===== config.mk =====
export PLATFORM = sky130hd
export DESIGN_NAME = ecg_frontend_output_control
export DESIGN_NICKNAME = d
export VERILOG_FILES = /design/src/rtl/ecg_out_pkg.sv /design/src/rtl/ecg_frontend_output_control.sv
export VERILOG_INCLUDE_DIRS = /design/src /design/src/rtl
export SDC_FILE = /design/constraint.sdc
export NUM_CORES = 1
export LEC_CHECK = 0
export ABC_AREA = 1
export BUFFER_PORTS_ARGS = -buffer_cell sky130_fd_sc_hd__buf_2
export CAP_MARGIN = 10
export CORE_ASPECT_RATIO = 0.5
export CORE_MARGIN = 2
export CORE_UTILIZATION = 55
export DETAILED_ROUTE_END_ITERATION = 12
export HOLD_SLACK_MARGIN = 0.05
export PLACE_DENSITY = 0.77
export SLEW_MARGIN = 20
export SYNTH_ARGS = -nofsm -noshare
export SYNTH_HDL_FRONTEND = slang
export SYNTH_SLANG_ARGS = --single-unit

===== constraint.sdc =====
create_clock -name i_sys_clk -period 5.2 [get_ports i_sys_clk]
set_clock_uncertainty 0.15 [all_clocks]
set_input_delay 0.78 -clock i_sys_clk [delete_from_list [all_inputs] [get_ports i_sys_clk]]
set_output_delay 0.78 -clock i_sys_clk [all_outputs]
set_load 0.05 [all_outputs]

===== src/rtl/ecg_out_map.svh =====
/*
 * Register offsets, field positions, reset values and counts for the
 * front-end output control block.
 * Assumes byte-wide registers on an 8-bit address port.
 */
`ifndef ECG_OUT_MAP_SVH
`define ECG_OUT_MAP_SVH

// Register offsets
`define OFS_FILTER_BYPASS   8'h26
`define OFS_READY_SRC       8'h27
`define OFS_SYNC_CTRL       8'h28
`define OFS_READY_MASKING   8'h29
`define OFS_ALARM_MASK      8'h2a
`define OFS_ALARM_DEBOUNCE  8'h2e
`define OFS_LOOP_CFG        8'h2f
`define OFS_DATA_FIRST      8'h30
`define OFS_DATA_LAST       8'h3f
`define OFS_LOOP_PORT       8'h50

// Reset values
`define RST_FILTER_BYPASS   3'h0
`define RST_READY_SRC       6'h00
`define RST_SYNC_OFF        1'b1
`define RST_SYNC_SRC        6'h00
`define RST_READY_MASKING   2'h0
`define RST_ALARM_MASK      8'h00
`define RST_DEBOUNCE        4'h3
`define RST_LOOP_CFG        7'h00

// Field positions
`define SYNC_OFF_BIT        6
`define STARTUP_MASK_BIT    1
`define RESYNC_MASK_BIT     0
`define DETACH_MASK_BIT     3

// Masking interval lengths in output data periods
`define MASK_PERIODS_ECG    4'd6
`define MASK_PERIODS_PACE1  4'd6
`define MASK_PERIODS_PACE2  4'd11

// Alarm sampling divider, system clocks per alarm sample
`define SAMPLE_DIV_DEFAULT  16

`endif


===== src/rtl/ecg_out_pkg.sv =====
/*
 * Types for the front-end output control block.
 * Assumes the constants header is compiled alongside.
 */
package ecg_out_pkg;

   typedef enum logic [1:0]
   {
      MASK_IDLE   = 2'b01,
      MASK_ACTIVE = 2'b10
   } mask_state_e;

   typedef struct packed {
      logic [2:0]       bypass;
      logic [5:0]       ready_src;
      logic             sync_drive;
      logic [5:0]       sync_src;
      logic [1:0]       mask_ctl;
      logic [7:0]       alarm_mask;
      logic [3:0]       misc_cnt;
      logic [3:0]       det_cnt;
      logic [6:0]       loop_cfg;
      logic [12:0]      flt_meta;
      logic [12:0]      flt_sync;
      logic [12:0][4:0] flt_run;
      logic [15:0]      tick_div;
      mask_state_e      mstate;
      logic [3:0]       mask_left;
      logic             go_prev;
      logic [5:0]       rdy_flags;
      logic [3:0]       loop_ptr;
      logic [7:0]       rdata;
      logic             ready_n;
      logic             sync_n;
      logic             fault_n;
   } state_s;

endpackage


===== src/rtl/ecg_frontend_output_control.sv =====
/*
 * Output and alarm control for a three-channel biopotential front end:
 * filter bypass, ready and sync pin sourcing, ready masking, alarm
 * masking with debounce, and loop read-back of the data registers.
 * Assumes conversion data, ready pulses and control levels come from
 * logic on i_sys_clk; fault conditions arrive asynchronously.
 */
`timescale 1ns/1ps

`include "ecg_out_map.svh"

module ecg_frontend_output_control
#(
   parameter int SAMPLE_DIV = `SAMPLE_DIV_DEFAULT
)
(
   input  wire logic        i_sys_clk,
   input  wire logic        i_rst,
   input  wire logic [7:0]  i_addr,
   input  wire logic [7:0]  i_wdata,
   input  wire logic        i_wr,
   input  wire logic        i_rd,
   output logic      [7:0]  o_rdata,
   input  wire logic [2:0]  i_ecg_drdy,
   input  wire logic [2:0]  i_pace_drdy,
   input  wire logic [2:0]  i_ecg_enabled,
   input  wire logic        i_pace_double,
   input  wire logic        i_conversion_go,
   input  wire logic        i_sync_lost,
   input  wire logic [15:0] i_pace_data_ch1,
   input  wire logic [15:0] i_pace_data_ch2,
   input  wire logic [15:0] i_pace_data_ch3,
   input  wire logic [23:0] i_ecg_data_ch1,
   input  wire logic [23:0] i_ecg_data_ch2,
   input  wire logic [23:0] i_ecg_data_ch3,
   input  wire logic        i_sync_edge_fault,
   input  wire logic [2:0]  i_chan_fault,
   input  wire logic [5:0]  i_detach_signals,
   input  wire logic        i_supply_low,
   input  wire logic        i_leg_drive_rail,
   input  wire logic        i_common_mode_fault,
   output logic      [2:0]  o_bypass_filter,
   output logic             o_sample_ready_n,
   output logic             o_sync_out_n,
   output logic             o_sync_oe,
   output logic             o_fault_pin_n
);
   import ecg_out_pkg::*;

   state_s           cur;
   state_s           next_cur;
   logic [12:0]      raw_fault;
   logic [12:0]      hide;
   logic [12:0]      pass;
   logic [12:0][4:0] next_run;
   logic             tick;
   logic [15:0]      byte_en;
   logic [7:0]       data_byte [16];
   logic [5:0]       src_pulse;
   logic             period_ev;

   // First enabled byte index at or after a start point, with wrap
   function automatic logic [3:0] find_enabled(input logic [15:0] en,
                                               input logic [3:0]  from);
      logic [3:0] idx;
      logic [3:0] hit;
      logic       found;
      hit   = from;
      found = 1'b0;
      for (int k = 0; k < 16; k++)
      begin
         idx = from + 4'(k);
         if (!found && en[idx])
         begin
            hit   = idx;
            found = 1'b1;
         end
      end
      return hit;
   endfunction

   // Fault order: detach 0..5, common-mode, rail, supply, ch1..3, sync
   assign raw_fault = {i_sync_edge_fault, i_chan_fault, i_supply_low,
                       i_leg_drive_rail, i_common_mode_fault,
                       i_detach_signals};
   assign hide[12:9] = cur.alarm_mask[7:4];
   assign hide[8:6]  = cur.alarm_mask[2:0];
   assign hide[5:0]  = {6{cur.alarm_mask[`DETACH_MASK_BIT]}};

   // Alarm sample strobe from the divider
   // Sampling slower than the clock keeps short glitches from counting
   assign tick = (cur.tick_div == 16'(SAMPLE_DIV - 1));

   // Ready sources: bits 0..2 pace, 3..5 ECG
   assign src_pulse = {i_ecg_drdy, i_pace_drdy};

   // Masking period event from first enabled ECG channel, else pace 1
   // Pace channel 1 stands in for the period when no ECG channel runs
   always_comb
   begin
      if (i_ecg_enabled[0])
         period_ev = i_ecg_drdy[0];
      else if (i_ecg_enabled[1])
         period_ev = i_ecg_drdy[1];
      else if (i_ecg_enabled[2])
         period_ev = i_ecg_drdy[2];
      else
         period_ev = i_pace_drdy[0];
   end

   // Per-condition consecutive sample filters
   genvar g;
   generate
      for (g = 0; g < 13; g++)
      begin : g_filter
         logic [4:0] need;
         assign need = (g < 6) ? {1'b0, cur.det_cnt} + 5'd1
                               : {1'b0, cur.misc_cnt} + 5'd1;
         assign pass[g] = (cur.flt_run[g] >= need);
         always_comb
         begin
            if (!tick)
               next_run[g] = cur.flt_run[g];
            else if (!cur.flt_sync[g])
               next_run[g] = 5'd0;
            else if (cur.flt_run[g] >= need)
               next_run[g] = cur.flt_run[g];
            else
               next_run[g] = cur.flt_run[g] + 5'd1;
         end
      end
   endgenerate

   // Loop byte enables per data register
   // Status byte
   assign byte_en[0]     = cur.loop_cfg[0];
   assign byte_en[2:1]   = {2{cur.loop_cfg[1]}};
   assign byte_en[4:3]   = {2{cur.loop_cfg[2]}};
   assign byte_en[6:5]   = {2{cur.loop_cfg[3]}};
   assign byte_en[9:7]   = {3{cur.loop_cfg[4]}};
   assign byte_en[12:10] = {3{cur.loop_cfg[5]}};
   assign byte_en[15:13] = {3{cur.loop_cfg[6]}};

   // Data register image, upper byte first
   assign data_byte[0]  = {cur.rdy_flags, ~cur.fault_n, 1'b0};
   assign data_byte[1]  = i_pace_data_ch1[15:8];
   assign data_byte[2]  = i_pace_data_ch1[7:0];
   assign data_byte[3]  = i_pace_data_ch2[15:8];
   assign data_byte[4]  = i_pace_data_ch2[7:0];
   assign data_byte[5]  = i_pace_data_ch3[15:8];
   assign data_byte[6]  = i_pace_data_ch3[7:0];
   assign data_byte[7]  = i_ecg_data_ch1[23:16];
   assign data_byte[8]  = i_ecg_data_ch1[15:8];
   assign data_byte[9]  = i_ecg_data_ch1[7:0];
   assign data_byte[10] = i_ecg_data_ch2[23:16];
   assign data_byte[11] = i_ecg_data_ch2[15:8];
   assign data_byte[12] = i_ecg_data_ch2[7:0];
   assign data_byte[13] = i_ecg_data_ch3[23:16];
   assign data_byte[14] = i_ecg_data_ch3[15:8];
   assign data_byte[15] = i_ecg_data_ch3[7:0];

   // Next-state logic for the whole block
   always_comb
   begin
      logic       data_rd;
      logic       loop_rd;
      logic       status_rd;
      logic       mask_trig;
      logic [3:0] lidx;
      data_rd   = 1'b0;
      loop_rd   = 1'b0;
      status_rd = 1'b0;
      mask_trig = 1'b0;
      lidx      = find_enabled(byte_en, cur.loop_ptr);
      next_cur  = cur;

      // Register writes; reserved bits dropped
      // Reserved bits ignored
      if (i_wr)
      begin
         case (i_addr)
            `OFS_FILTER_BYPASS:  next_cur.bypass     = i_wdata[2:0];
            `OFS_READY_SRC:      next_cur.ready_src  = i_wdata[5:0];
            `OFS_SYNC_CTRL:
            begin
               next_cur.sync_drive = ~i_wdata[`SYNC_OFF_BIT];
               next_cur.sync_src = i_wdata[5:0];
            end
            `OFS_READY_MASKING:  next_cur.mask_ctl   = i_wdata[1:0];
            `OFS_ALARM_MASK:     next_cur.alarm_mask = i_wdata;
            `OFS_ALARM_DEBOUNCE:
            begin
               next_cur.misc_cnt = i_wdata[7:4];
               next_cur.det_cnt  = i_wdata[3:0];
            end
            `OFS_LOOP_CFG:
            begin
               next_cur.loop_cfg = i_wdata[6:0];
               next_cur.loop_ptr = 4'd0;
            end
            default: ;
         endcase
      end

      // Register reads, data valid the next cycle only
      next_cur.rdata = 8'h00;
      if (i_rd)
      begin
         case (i_addr)
            `OFS_FILTER_BYPASS:  next_cur.rdata = {5'h00, cur.bypass};
            `OFS_READY_SRC:      next_cur.rdata = {2'h0, cur.ready_src};
            `OFS_SYNC_CTRL:
               next_cur.rdata = {1'b0, ~cur.sync_drive, cur.sync_src};
            `OFS_READY_MASKING:  next_cur.rdata = {6'h00, cur.mask_ctl};
            `OFS_ALARM_MASK:     next_cur.rdata = cur.alarm_mask;
            `OFS_ALARM_DEBOUNCE:
               next_cur.rdata = {cur.misc_cnt, cur.det_cnt};
            `OFS_LOOP_CFG:       next_cur.rdata = {1'b0, cur.loop_cfg};
            // Pointer is kept between reads so the walk resumes in place
            // Loop port walk
            `OFS_LOOP_PORT:
            begin
               if (|byte_en)
               begin
                  next_cur.rdata    = data_byte[lidx];
                  next_cur.loop_ptr = lidx + 4'd1;
                  loop_rd           = 1'b1;
                  status_rd         = (lidx == 4'd0);
               end
            end
            default:
            begin
               if (i_addr >= `OFS_DATA_FIRST && i_addr <= `OFS_DATA_LAST)
               begin
                  next_cur.rdata = data_byte[i_addr[3:0]];
                  data_rd        = 1'b1;
                  status_rd      = (i_addr == `OFS_DATA_FIRST);
               end
            end
         endcase
      end

      // Ready flags: status read clears, new ready wins
      // A pulse landing with the status read is kept, never dropped
      if (status_rd)
         next_cur.rdy_flags = 6'h00;
      next_cur.rdy_flags = next_cur.rdy_flags | src_pulse;

      // Masking triggers
      next_cur.go_prev = i_conversion_go;
      if (i_conversion_go && !cur.go_prev
          && !cur.mask_ctl[`STARTUP_MASK_BIT])
         mask_trig = 1'b1;
      if (i_sync_lost && !cur.mask_ctl[`RESYNC_MASK_BIT])
         mask_trig = 1'b1;

      // Masking interval state machine
      // A new trigger restarts the count, so repeated losses extend it
      case (cur.mstate)
         MASK_IDLE: ;
         MASK_ACTIVE:
         begin
            if (period_ev)
            begin
               next_cur.mask_left = cur.mask_left - 4'd1;
               if (cur.mask_left == 4'd1)
                  next_cur.mstate = MASK_IDLE;
            end
         end
         default: next_cur.mstate = MASK_IDLE;
      endcase
      if (mask_trig)
      begin
         next_cur.mstate = MASK_ACTIVE;
         if (|i_ecg_enabled)
            next_cur.mask_left = `MASK_PERIODS_ECG;
         else if (i_pace_double)
            next_cur.mask_left = `MASK_PERIODS_PACE2;
         else
            next_cur.mask_left = `MASK_PERIODS_PACE1;
      end

      // Ready pin: data read releases, selected ready asserts
      // Selected ready source
      if (data_rd || loop_rd)
         next_cur.ready_n = 1'b1;
      if (|(cur.ready_src & src_pulse) && cur.mstate == MASK_IDLE)
         next_cur.ready_n = 1'b0;

      next_cur.sync_n = ~|(cur.sync_src & src_pulse);

      // Fault synchronisers, sampler and filter counts
      // Only the second stage is read; the first may still be settling
      next_cur.flt_meta = raw_fault;
      next_cur.flt_sync = cur.flt_meta;
      next_cur.tick_div = tick ? 16'h0000 : cur.tick_div + 16'h0001;
      next_cur.flt_run  = next_run;
      next_cur.fault_n  = ~|(pass & ~hide);

      if (i_rst)
      begin
         next_cur            = '0;
         next_cur.bypass     = `RST_FILTER_BYPASS;
         next_cur.ready_src  = `RST_READY_SRC;
         next_cur.sync_drive = ~`RST_SYNC_OFF;
         next_cur.sync_src   = `RST_SYNC_SRC;
         next_cur.mask_ctl   = `RST_READY_MASKING;
         next_cur.alarm_mask = `RST_ALARM_MASK;
         next_cur.misc_cnt   = `RST_DEBOUNCE;
         next_cur.det_cnt    = `RST_DEBOUNCE;
         next_cur.loop_cfg   = `RST_LOOP_CFG;
         next_cur.mstate     = MASK_IDLE;
         next_cur.ready_n    = 1'b1;
         next_cur.sync_n     = 1'b1;
         next_cur.fault_n    = 1'b1;
      end
   end

   // State register
   // Reset is folded into the next-state logic, so one plain flop bank
   always_ff @(posedge i_sys_clk)
   begin
      cur <= next_cur;
   end

   // Outputs straight from the state register
   // Bypass per channel
   assign o_bypass_filter  = cur.bypass;
   assign o_rdata          = cur.rdata;
   assign o_sample_ready_n = cur.ready_n;
   assign o_sync_out_n     = cur.sync_n;
   // Held as a drive enable so the pin needs no gate after the flop
   // Sync driver enable
   assign o_sync_oe        = cur.sync_drive;
   assign o_fault_pin_n    = cur.fault_n;

endmodule // ecg_frontend_output_control


==> flow_metrics.env, run 1 <==
export IMPL_outcome="finished, final reports clean"
export IMPL_cp_start_kind="register"
export IMPL_yosys_area_top_type_share=0.260
export IMPL_syn_nets=2366
export IMPL_viasPerCell=5.58
export IMPL_worstHoldEndpoint="cur[109]"
export IMPL_power_density_nw_per_um2=225
export IMPL_drt_total_wl_mm=40.0
export IMPL_power_frac_seq=0.408
export IMPL_clockBufferDepth=2
export IMPL_die_area_sq_um=25900
export IMPL_seq_area_frac_synth=0.260
export IMPL_reg2reg_depth=25
export IMPL_cp_data_arrival_time_ps=4920
export IMPL_r2r_end="o_rdata[1]"
export IMPL_antenna_found_initial=0
export IMPL_first_pass_iters=6
export IMPL_grt_pass1_wl_mm=63.7
export IMPL_cts_tree="yes"
export IMPL_ys_warn_count=0
export IMPL_grt_use_total=0.303
export IMPL_ios=180
export IMPL_fp_dieW_um=226
export IMPL_setup_viol=0
export IMPL_synth_ff_type="dfxtp_1"
export IMPL_power_leakage_nw=7.30
export IMPL_cts_setup_buffers=0
export IMPL_dp_hpwl_mm=29.7
export IMPL_grt_max_degree=67
export IMPL_combPwrFrac=0.206
export IMPL_fin_util=0.629
export IMPL_max_cap_violations=0
export IMPL_ant_nets=0
export IMPL_syn_area_sq_um=13500
export IMPL_yosys_cell_types_count=53
export IMPL_hold_depth=2
export IMPL_async_flop_share=0
export IMPL_cts_buffers=17
export IMPL_cts_hold_buf=0
export IMPL_endpoint_kind="register"
export IMPL_htreeDepth=4
export IMPL_max_slew_margin=0.265
export IMPL_yosys_area_top_type="dfxtp_1"
export IMPL_hold_violations=0
export IMPL_cp_required_ps=5390
export IMPL_drive_gt1_frac=0.121
export IMPL_place_congestion=0.974
export IMPL_peakVddDrop_mv=0.238
export IMPL_avgSynthCellArea_sq_um=6.42
export IMPL_core_area_sq_um=24100
export IMPL_rows=40
export IMPL_worstHoldStart="cur[122]"
export IMPL_wl_per_cell_um=15.4
export IMPL_rsz0062_at_grt="no"
export IMPL_clk_latency_ps=440
export IMPL_drt_iter0_markers=1477
export IMPL_synth_most_common_cell="nand2_1"
export IMPL_portBuffers=179
export IMPL_p_sw_w=0.00109
export IMPL_drc=0
export IMPL_die_h_um=115
export IMPL_synth_edf_count=0
export IMPL_synthTopCellsByCount="435 x nand2_1, 356 x inv_1, 257 x nand3_1"
export IMPL_first_global_vias=13000
export IMPL_syn_to_final_growth_pct=11.9
export IMPL_tightest_slew_ps=1100
export IMPL_tns_ps=0
export IMPL_synth_area_leaders="dfxtp_1 26%, nand2_1 12%, inv_1 9.9%"
export IMPL_internal_power_w=0.00231
export IMPL_initial_core_util=0.562
export IMPL_path_clk_slew_ps=70
export IMPL_clockPowerShare=0.386
export IMPL_reg2reg_slack_ps=470
export IMPL_root_buffer="clkbuf_16"
export IMPL_clock_sinks=176
export IMPL_grt_ovfl_total=0
export IMPL_vias=14400
export IMPL_p_sw_frac=0.321
export IMPL_synth_cells=2109
export IMPL_cp_max_fo=19
export IMPL_nets=2499
export IMPL_hold_class="register to register"
export IMPL_yosys_register_bits=176
export IMPL_slew_violations=0
export IMPL_fmax_mhz=212
export IMPL_finalCritPeriodShare=0.909
export IMPL_post_cts_resized=0
export IMPL_rr_startpoint="cur[13]"
export IMPL_post_route_min_period_ps=4730
export IMPL_criticalPathCategory="register to register"
export IMPL_antenna_cells=0
worst max-delay path: stages (launching register included):
cell      delay, ps
dfxtp_1         720
inv_2           230
ha_1            450
inv_1           210
o211ai_1        150
nand3_1          90
nand2_1         120
nand3_2         110
nor2_4          170
nand4_4         140
nor2_4          170
nand4_4         130
nor2_4          170
nand3_2         160
o21ai_0         200
inv_1            50
nand2_1         100
nand2_4         170
inv_2           310
nand3_1         160
nand2_1         100
nand2_1          60
nand3_1          80
nand3_1          80
nand2_1         100
inv_1            40
state kept, by name (all words and copies together), names as in the netlist:
| register | count |
|---|---|
| o_sync_oe | 1 |
| o_fault_pin_n | 1 |
| o_sync_out_n | 1 |
| o_rdata | 8 |
| byte_en | 7 |
| cur | 154 |
| o_bypass_filter | 3 |
| o_sample_ready_n | 1 |
cell families after synthesis:
group | synth area share
fa+ha+maj | 0.0851
xor+xnor | 0.0239
compound gates | 0.179
buf+inv | 0.138
flops | 0.260
simple gates | 0.314
how the worst max path moves through the flow:
stage / to / cells after the start / slack (ps) / startpoint
after floorplan: cur[15] / 23 / 1370 / cur[12]
after global placement: cur[16] / 20 / 540 / cur[13]
after detailed placement: cur[17] / 20 / 410 / cur[13]
after CTS: cur[17] / 20 / 360 / cur[13]
after global routing: o_rdata[5] / 24 / 90 / cur[13]
final: o_rdata[1] / 25 / 470 / cur[13]
power groups by stage:
stage	registers (W)	logic, W	clock network [W]
2_1_floorplan	0.00141	0.000482	0
3_3_place_gp	0.00142	0.000683	0
3_5_place_dp	0.00142	0.000683	0
4_1_cts	0.00139	0.000686	0.00133
5_1_grt	0.00139	0.000776	0.00138
6_report	0.00139	0.000703	0.00131
layout make-up:
cell class	count	area [sq um]
Fill cell	2297	8930
Multi-Input combinational cell	1479	8160
Sequential cell	176	3520
Inverter	373	1400
Timing Repair Buffer	195	1040
Clock buffer	19	453
Tap cell	336	420
Clock inverter	13	146
per-stage QoR:
stage                     std cells  instance area [sq um]  hold WS [ps]  setup slack, ps  power, W
after floorplan                2109                  13500           238             1370   0.00190
after global placement         2559                  14500           241              535   0.00210
after detailed placement       2559                  14500           242              412   0.00210
after CTS                      2591                  15100           247              359   0.00340
after global routing           2591                  15100           250             85.4   0.00355
final                          2591                  15100           246              474   0.00340
cell usage in the layout, fill, tap and decap left out, types with 4 or more instances in the layout:
cell / count
nand2_1: 435
o31ai_1: 6
nor4_1: 9
o21a_1: 25
xor2_1: 23
o21bai_1: 10
nand4_1: 24
nor2_1: 132
nand3_1: 257
a22o_1: 4
a22oi_1: 19
buf_2: 179
xnor2_1: 12
nand2_2: 5
inv_2: 13
nor3b_1: 19
o22ai_1: 33
nand3b_1: 11
o221ai_1: 18
o21ai_1: 4
buf_4: 14
inv_8: 4
ha_1: 92
clkbuf_16: 17
nor3_1: 30
nor2_2: 4
a211oi_1: 11
dfxtp_1: 176
a21oi_1: 121
o21ai_0: 136
a211o_1: 5
inv_1: 356
routing by layer:
metal  track usage  wire [um]  vias up
li1              -          -     7235
met1         0.413      18100     6431
met2         0.490      17600      683
met3        0.0442       3320      100
met4         0.115       1080        0
met5             0          0        -
Power figures use the tool's default switching activity.
==> inputs of run 2 (changes only) <==
- CORE_UTILIZATION: 55 -> 59
- GPL_TIMING_DRIVEN: default -> 0
- PLACE_DENSITY: 0.77 -> 0.81
==> flow_metrics.env, run 2 (same netlist as run 1, synthesis figures left out) <==
export IMPL_regMostFlops="cur"
export IMPL_cts_buffers=17
export IMPL_post_route_min_period_ps=4740
export IMPL_criticalPathCategory="register to register"
export IMPL_die_area_sq_um=24200
export IMPL_use_met2=0.566
export IMPL_postPlaceCellArea_sq_um=14800
export IMPL_crit_slowest_cell="ha_1"
export IMPL_grt_use_met3=0.0573
export IMPL_grt_pass1_wl_mm=68.6
export IMPL_cp_max_fo=13
export IMPL_power_leakage_nw=7.45
export IMPL_die_h_um=111
export IMPL_viasPerCell=5.75
export IMPL_tightest_slew_ps=1000
export IMPL_setup_viol=0
export IMPL_grt_max_degree=17
export IMPL_hold_violations=0
export IMPL_holdWs_ps=252
export IMPL_peakVddDrop_mv=0.284
export IMPL_rows=39
export IMPL_fp_dieW_um=218
export IMPL_max_slew_margin=0.328
export IMPL_cp_required_ps=5390
export IMPL_clock_sinks=176
export IMPL_drt_total_wl_mm=43.3
export IMPL_vias=15100
export IMPL_placed_cells=2594
export IMPL_antenna_found_initial=0
export IMPL_worst_path_most_repeated_cell="nand2_1"
export IMPL_grt_ovfl_total=0
export IMPL_drc=0
export IMPL_final_cell_mix="435 x nand2_1, 356 x inv_1, 257 x nand3_1, 190 x buf_2, 175 x dfxtp_1"
export IMPL_ios=180
export IMPL_root_buffer="clkbuf_16"
export IMPL_ant_nets=0
export IMPL_cts_tree="yes"
export IMPL_place_congestion=1.03
export IMPL_fin_total_pwr_w=0.00338
export IMPL_cp_start_kind="register"
export IMPL_endpoint_kind="register"
export IMPL_largest_reg_flops=154
export IMPL_antenna_cells=0
export IMPL_cp_data_arrival_time_ps=4920
export IMPL_grt_use_met1=0.466
export IMPL_grt_use_total=0.352
export IMPL_wl_per_cell_um=16.5
export IMPL_finalCritPeriodShare=0.911
export IMPL_htreeDepth=4
export IMPL_first_global_vias=13500
export IMPL_fin_cells=2626
export IMPL_first_pass_iters=6
export IMPL_slowest_delay_ps=440
export IMPL_outcome="finished, final reports clean"
export IMPL_portBuffers=178
export IMPL_tns_ps=0
export IMPL_path_clk_slew_ps=70
export IMPL_busiest_layer="met2"
export IMPL_core_area_sq_um=22600
export IMPL_finalInstanceArea_sq_um=15400
export IMPL_dp_hpwl_mm=32.9
export IMPL_clk_latency_ps=440
export IMPL_initial_core_util=0.598
export IMPL_power_density_nw_per_um2=220
export IMPL_drive_gt1_frac=0.127
export IMPL_mostFrequentLayoutCell="nand2_1"
export IMPL_syn_to_final_growth_pct=13.5
export IMPL_clockBufferDepth=2
export IMPL_nets=2563
export IMPL_drt_iter0_markers=1604
export IMPL_max_cap_violations=0
export IMPL_slew_violations=0
export IMPL_hold_class="register to register"
export IMPL_fmax_mhz=211
export IMPL_rsz0062_at_grt="no"
run 2: changes by cell type in the layout (fill, tap and decap cells not counted), sizes merged:
| cell | delta |
|---|---|
| clkbuf | +36 |
| clkinv | +6 |
| clkinvlp | -1 |
| inv | -6 |
| buf | +29 |
run 2: report_power, final:
part / switching [W] / internal, W
logic: 0.000511 / 0.000259
clock network: 0.000550 / 0.000674
registers: 0.0000161 / 0.00137
total: 0.00108 / 0.00230
run 2: final timing paths:
| path | startpoint | end | cells past startpoint | slack, ps |
|---|---|---|---|---|
| worst max-delay path | cur[12] | o_rdata[6] | 28 | 460 |
| worst min-delay path | cur[123] | cur[110] | 2 | 250 |
| worst min register to register | cur[123] | cur[110] | 2 | 250 |
| worst max register to register | cur[12] | o_rdata[6] | 28 | 460 |
run 2: critical path: cells and delay by family (launching register included):
kind	cells	cell delay, ps
AND/OR/NAND/NOR	21	2460
buffers and inverters	5	860
adder cells (fa/ha/maj)	1	440
flip-flops	1	420
AO/OA/AOI/OAI	1	310
run 2: area by class of cell:
cell class	count	area (sq um)
Inverter	373	1400
Timing Repair Buffer	178	891
Tap cell	307	384
Multi-Input combinational cell	1479	8140
Clock inverter	12	110
Buffer	81	465
Sequential cell	176	3520
Fill cell	2162	7280
Clock buffer	20	447
run 2: repair_timing:
action | in CTS | in global routing
hold buffers | 0 | 0
setup endpoints to repair | 0 | 6
gates resized for setup | 0 | 1
endpoints found under the hold margin | 0 | 0
buffers inserted | 0 | 0
run 2: through the flow:
| stage | utilization | setup WS (ps) |
|---|---|---|
| finish | 0.679 | 465 |
| global route | 0.679 | 85.0 |
| CTS | 0.678 | 481 |
| detailed placement | 0.654 | 493 |
| global placement | 0.654 | 539 |
| floorplan | - | 1370 |
run 2: metal layers:
layer | part of all wire | wire, um
met1 | 0.42 | 18200
met2 | 0.44 | 19000
met3 | 0.10 | 4410
met4 | 0.038 | 1630
met5 | 0 | 0
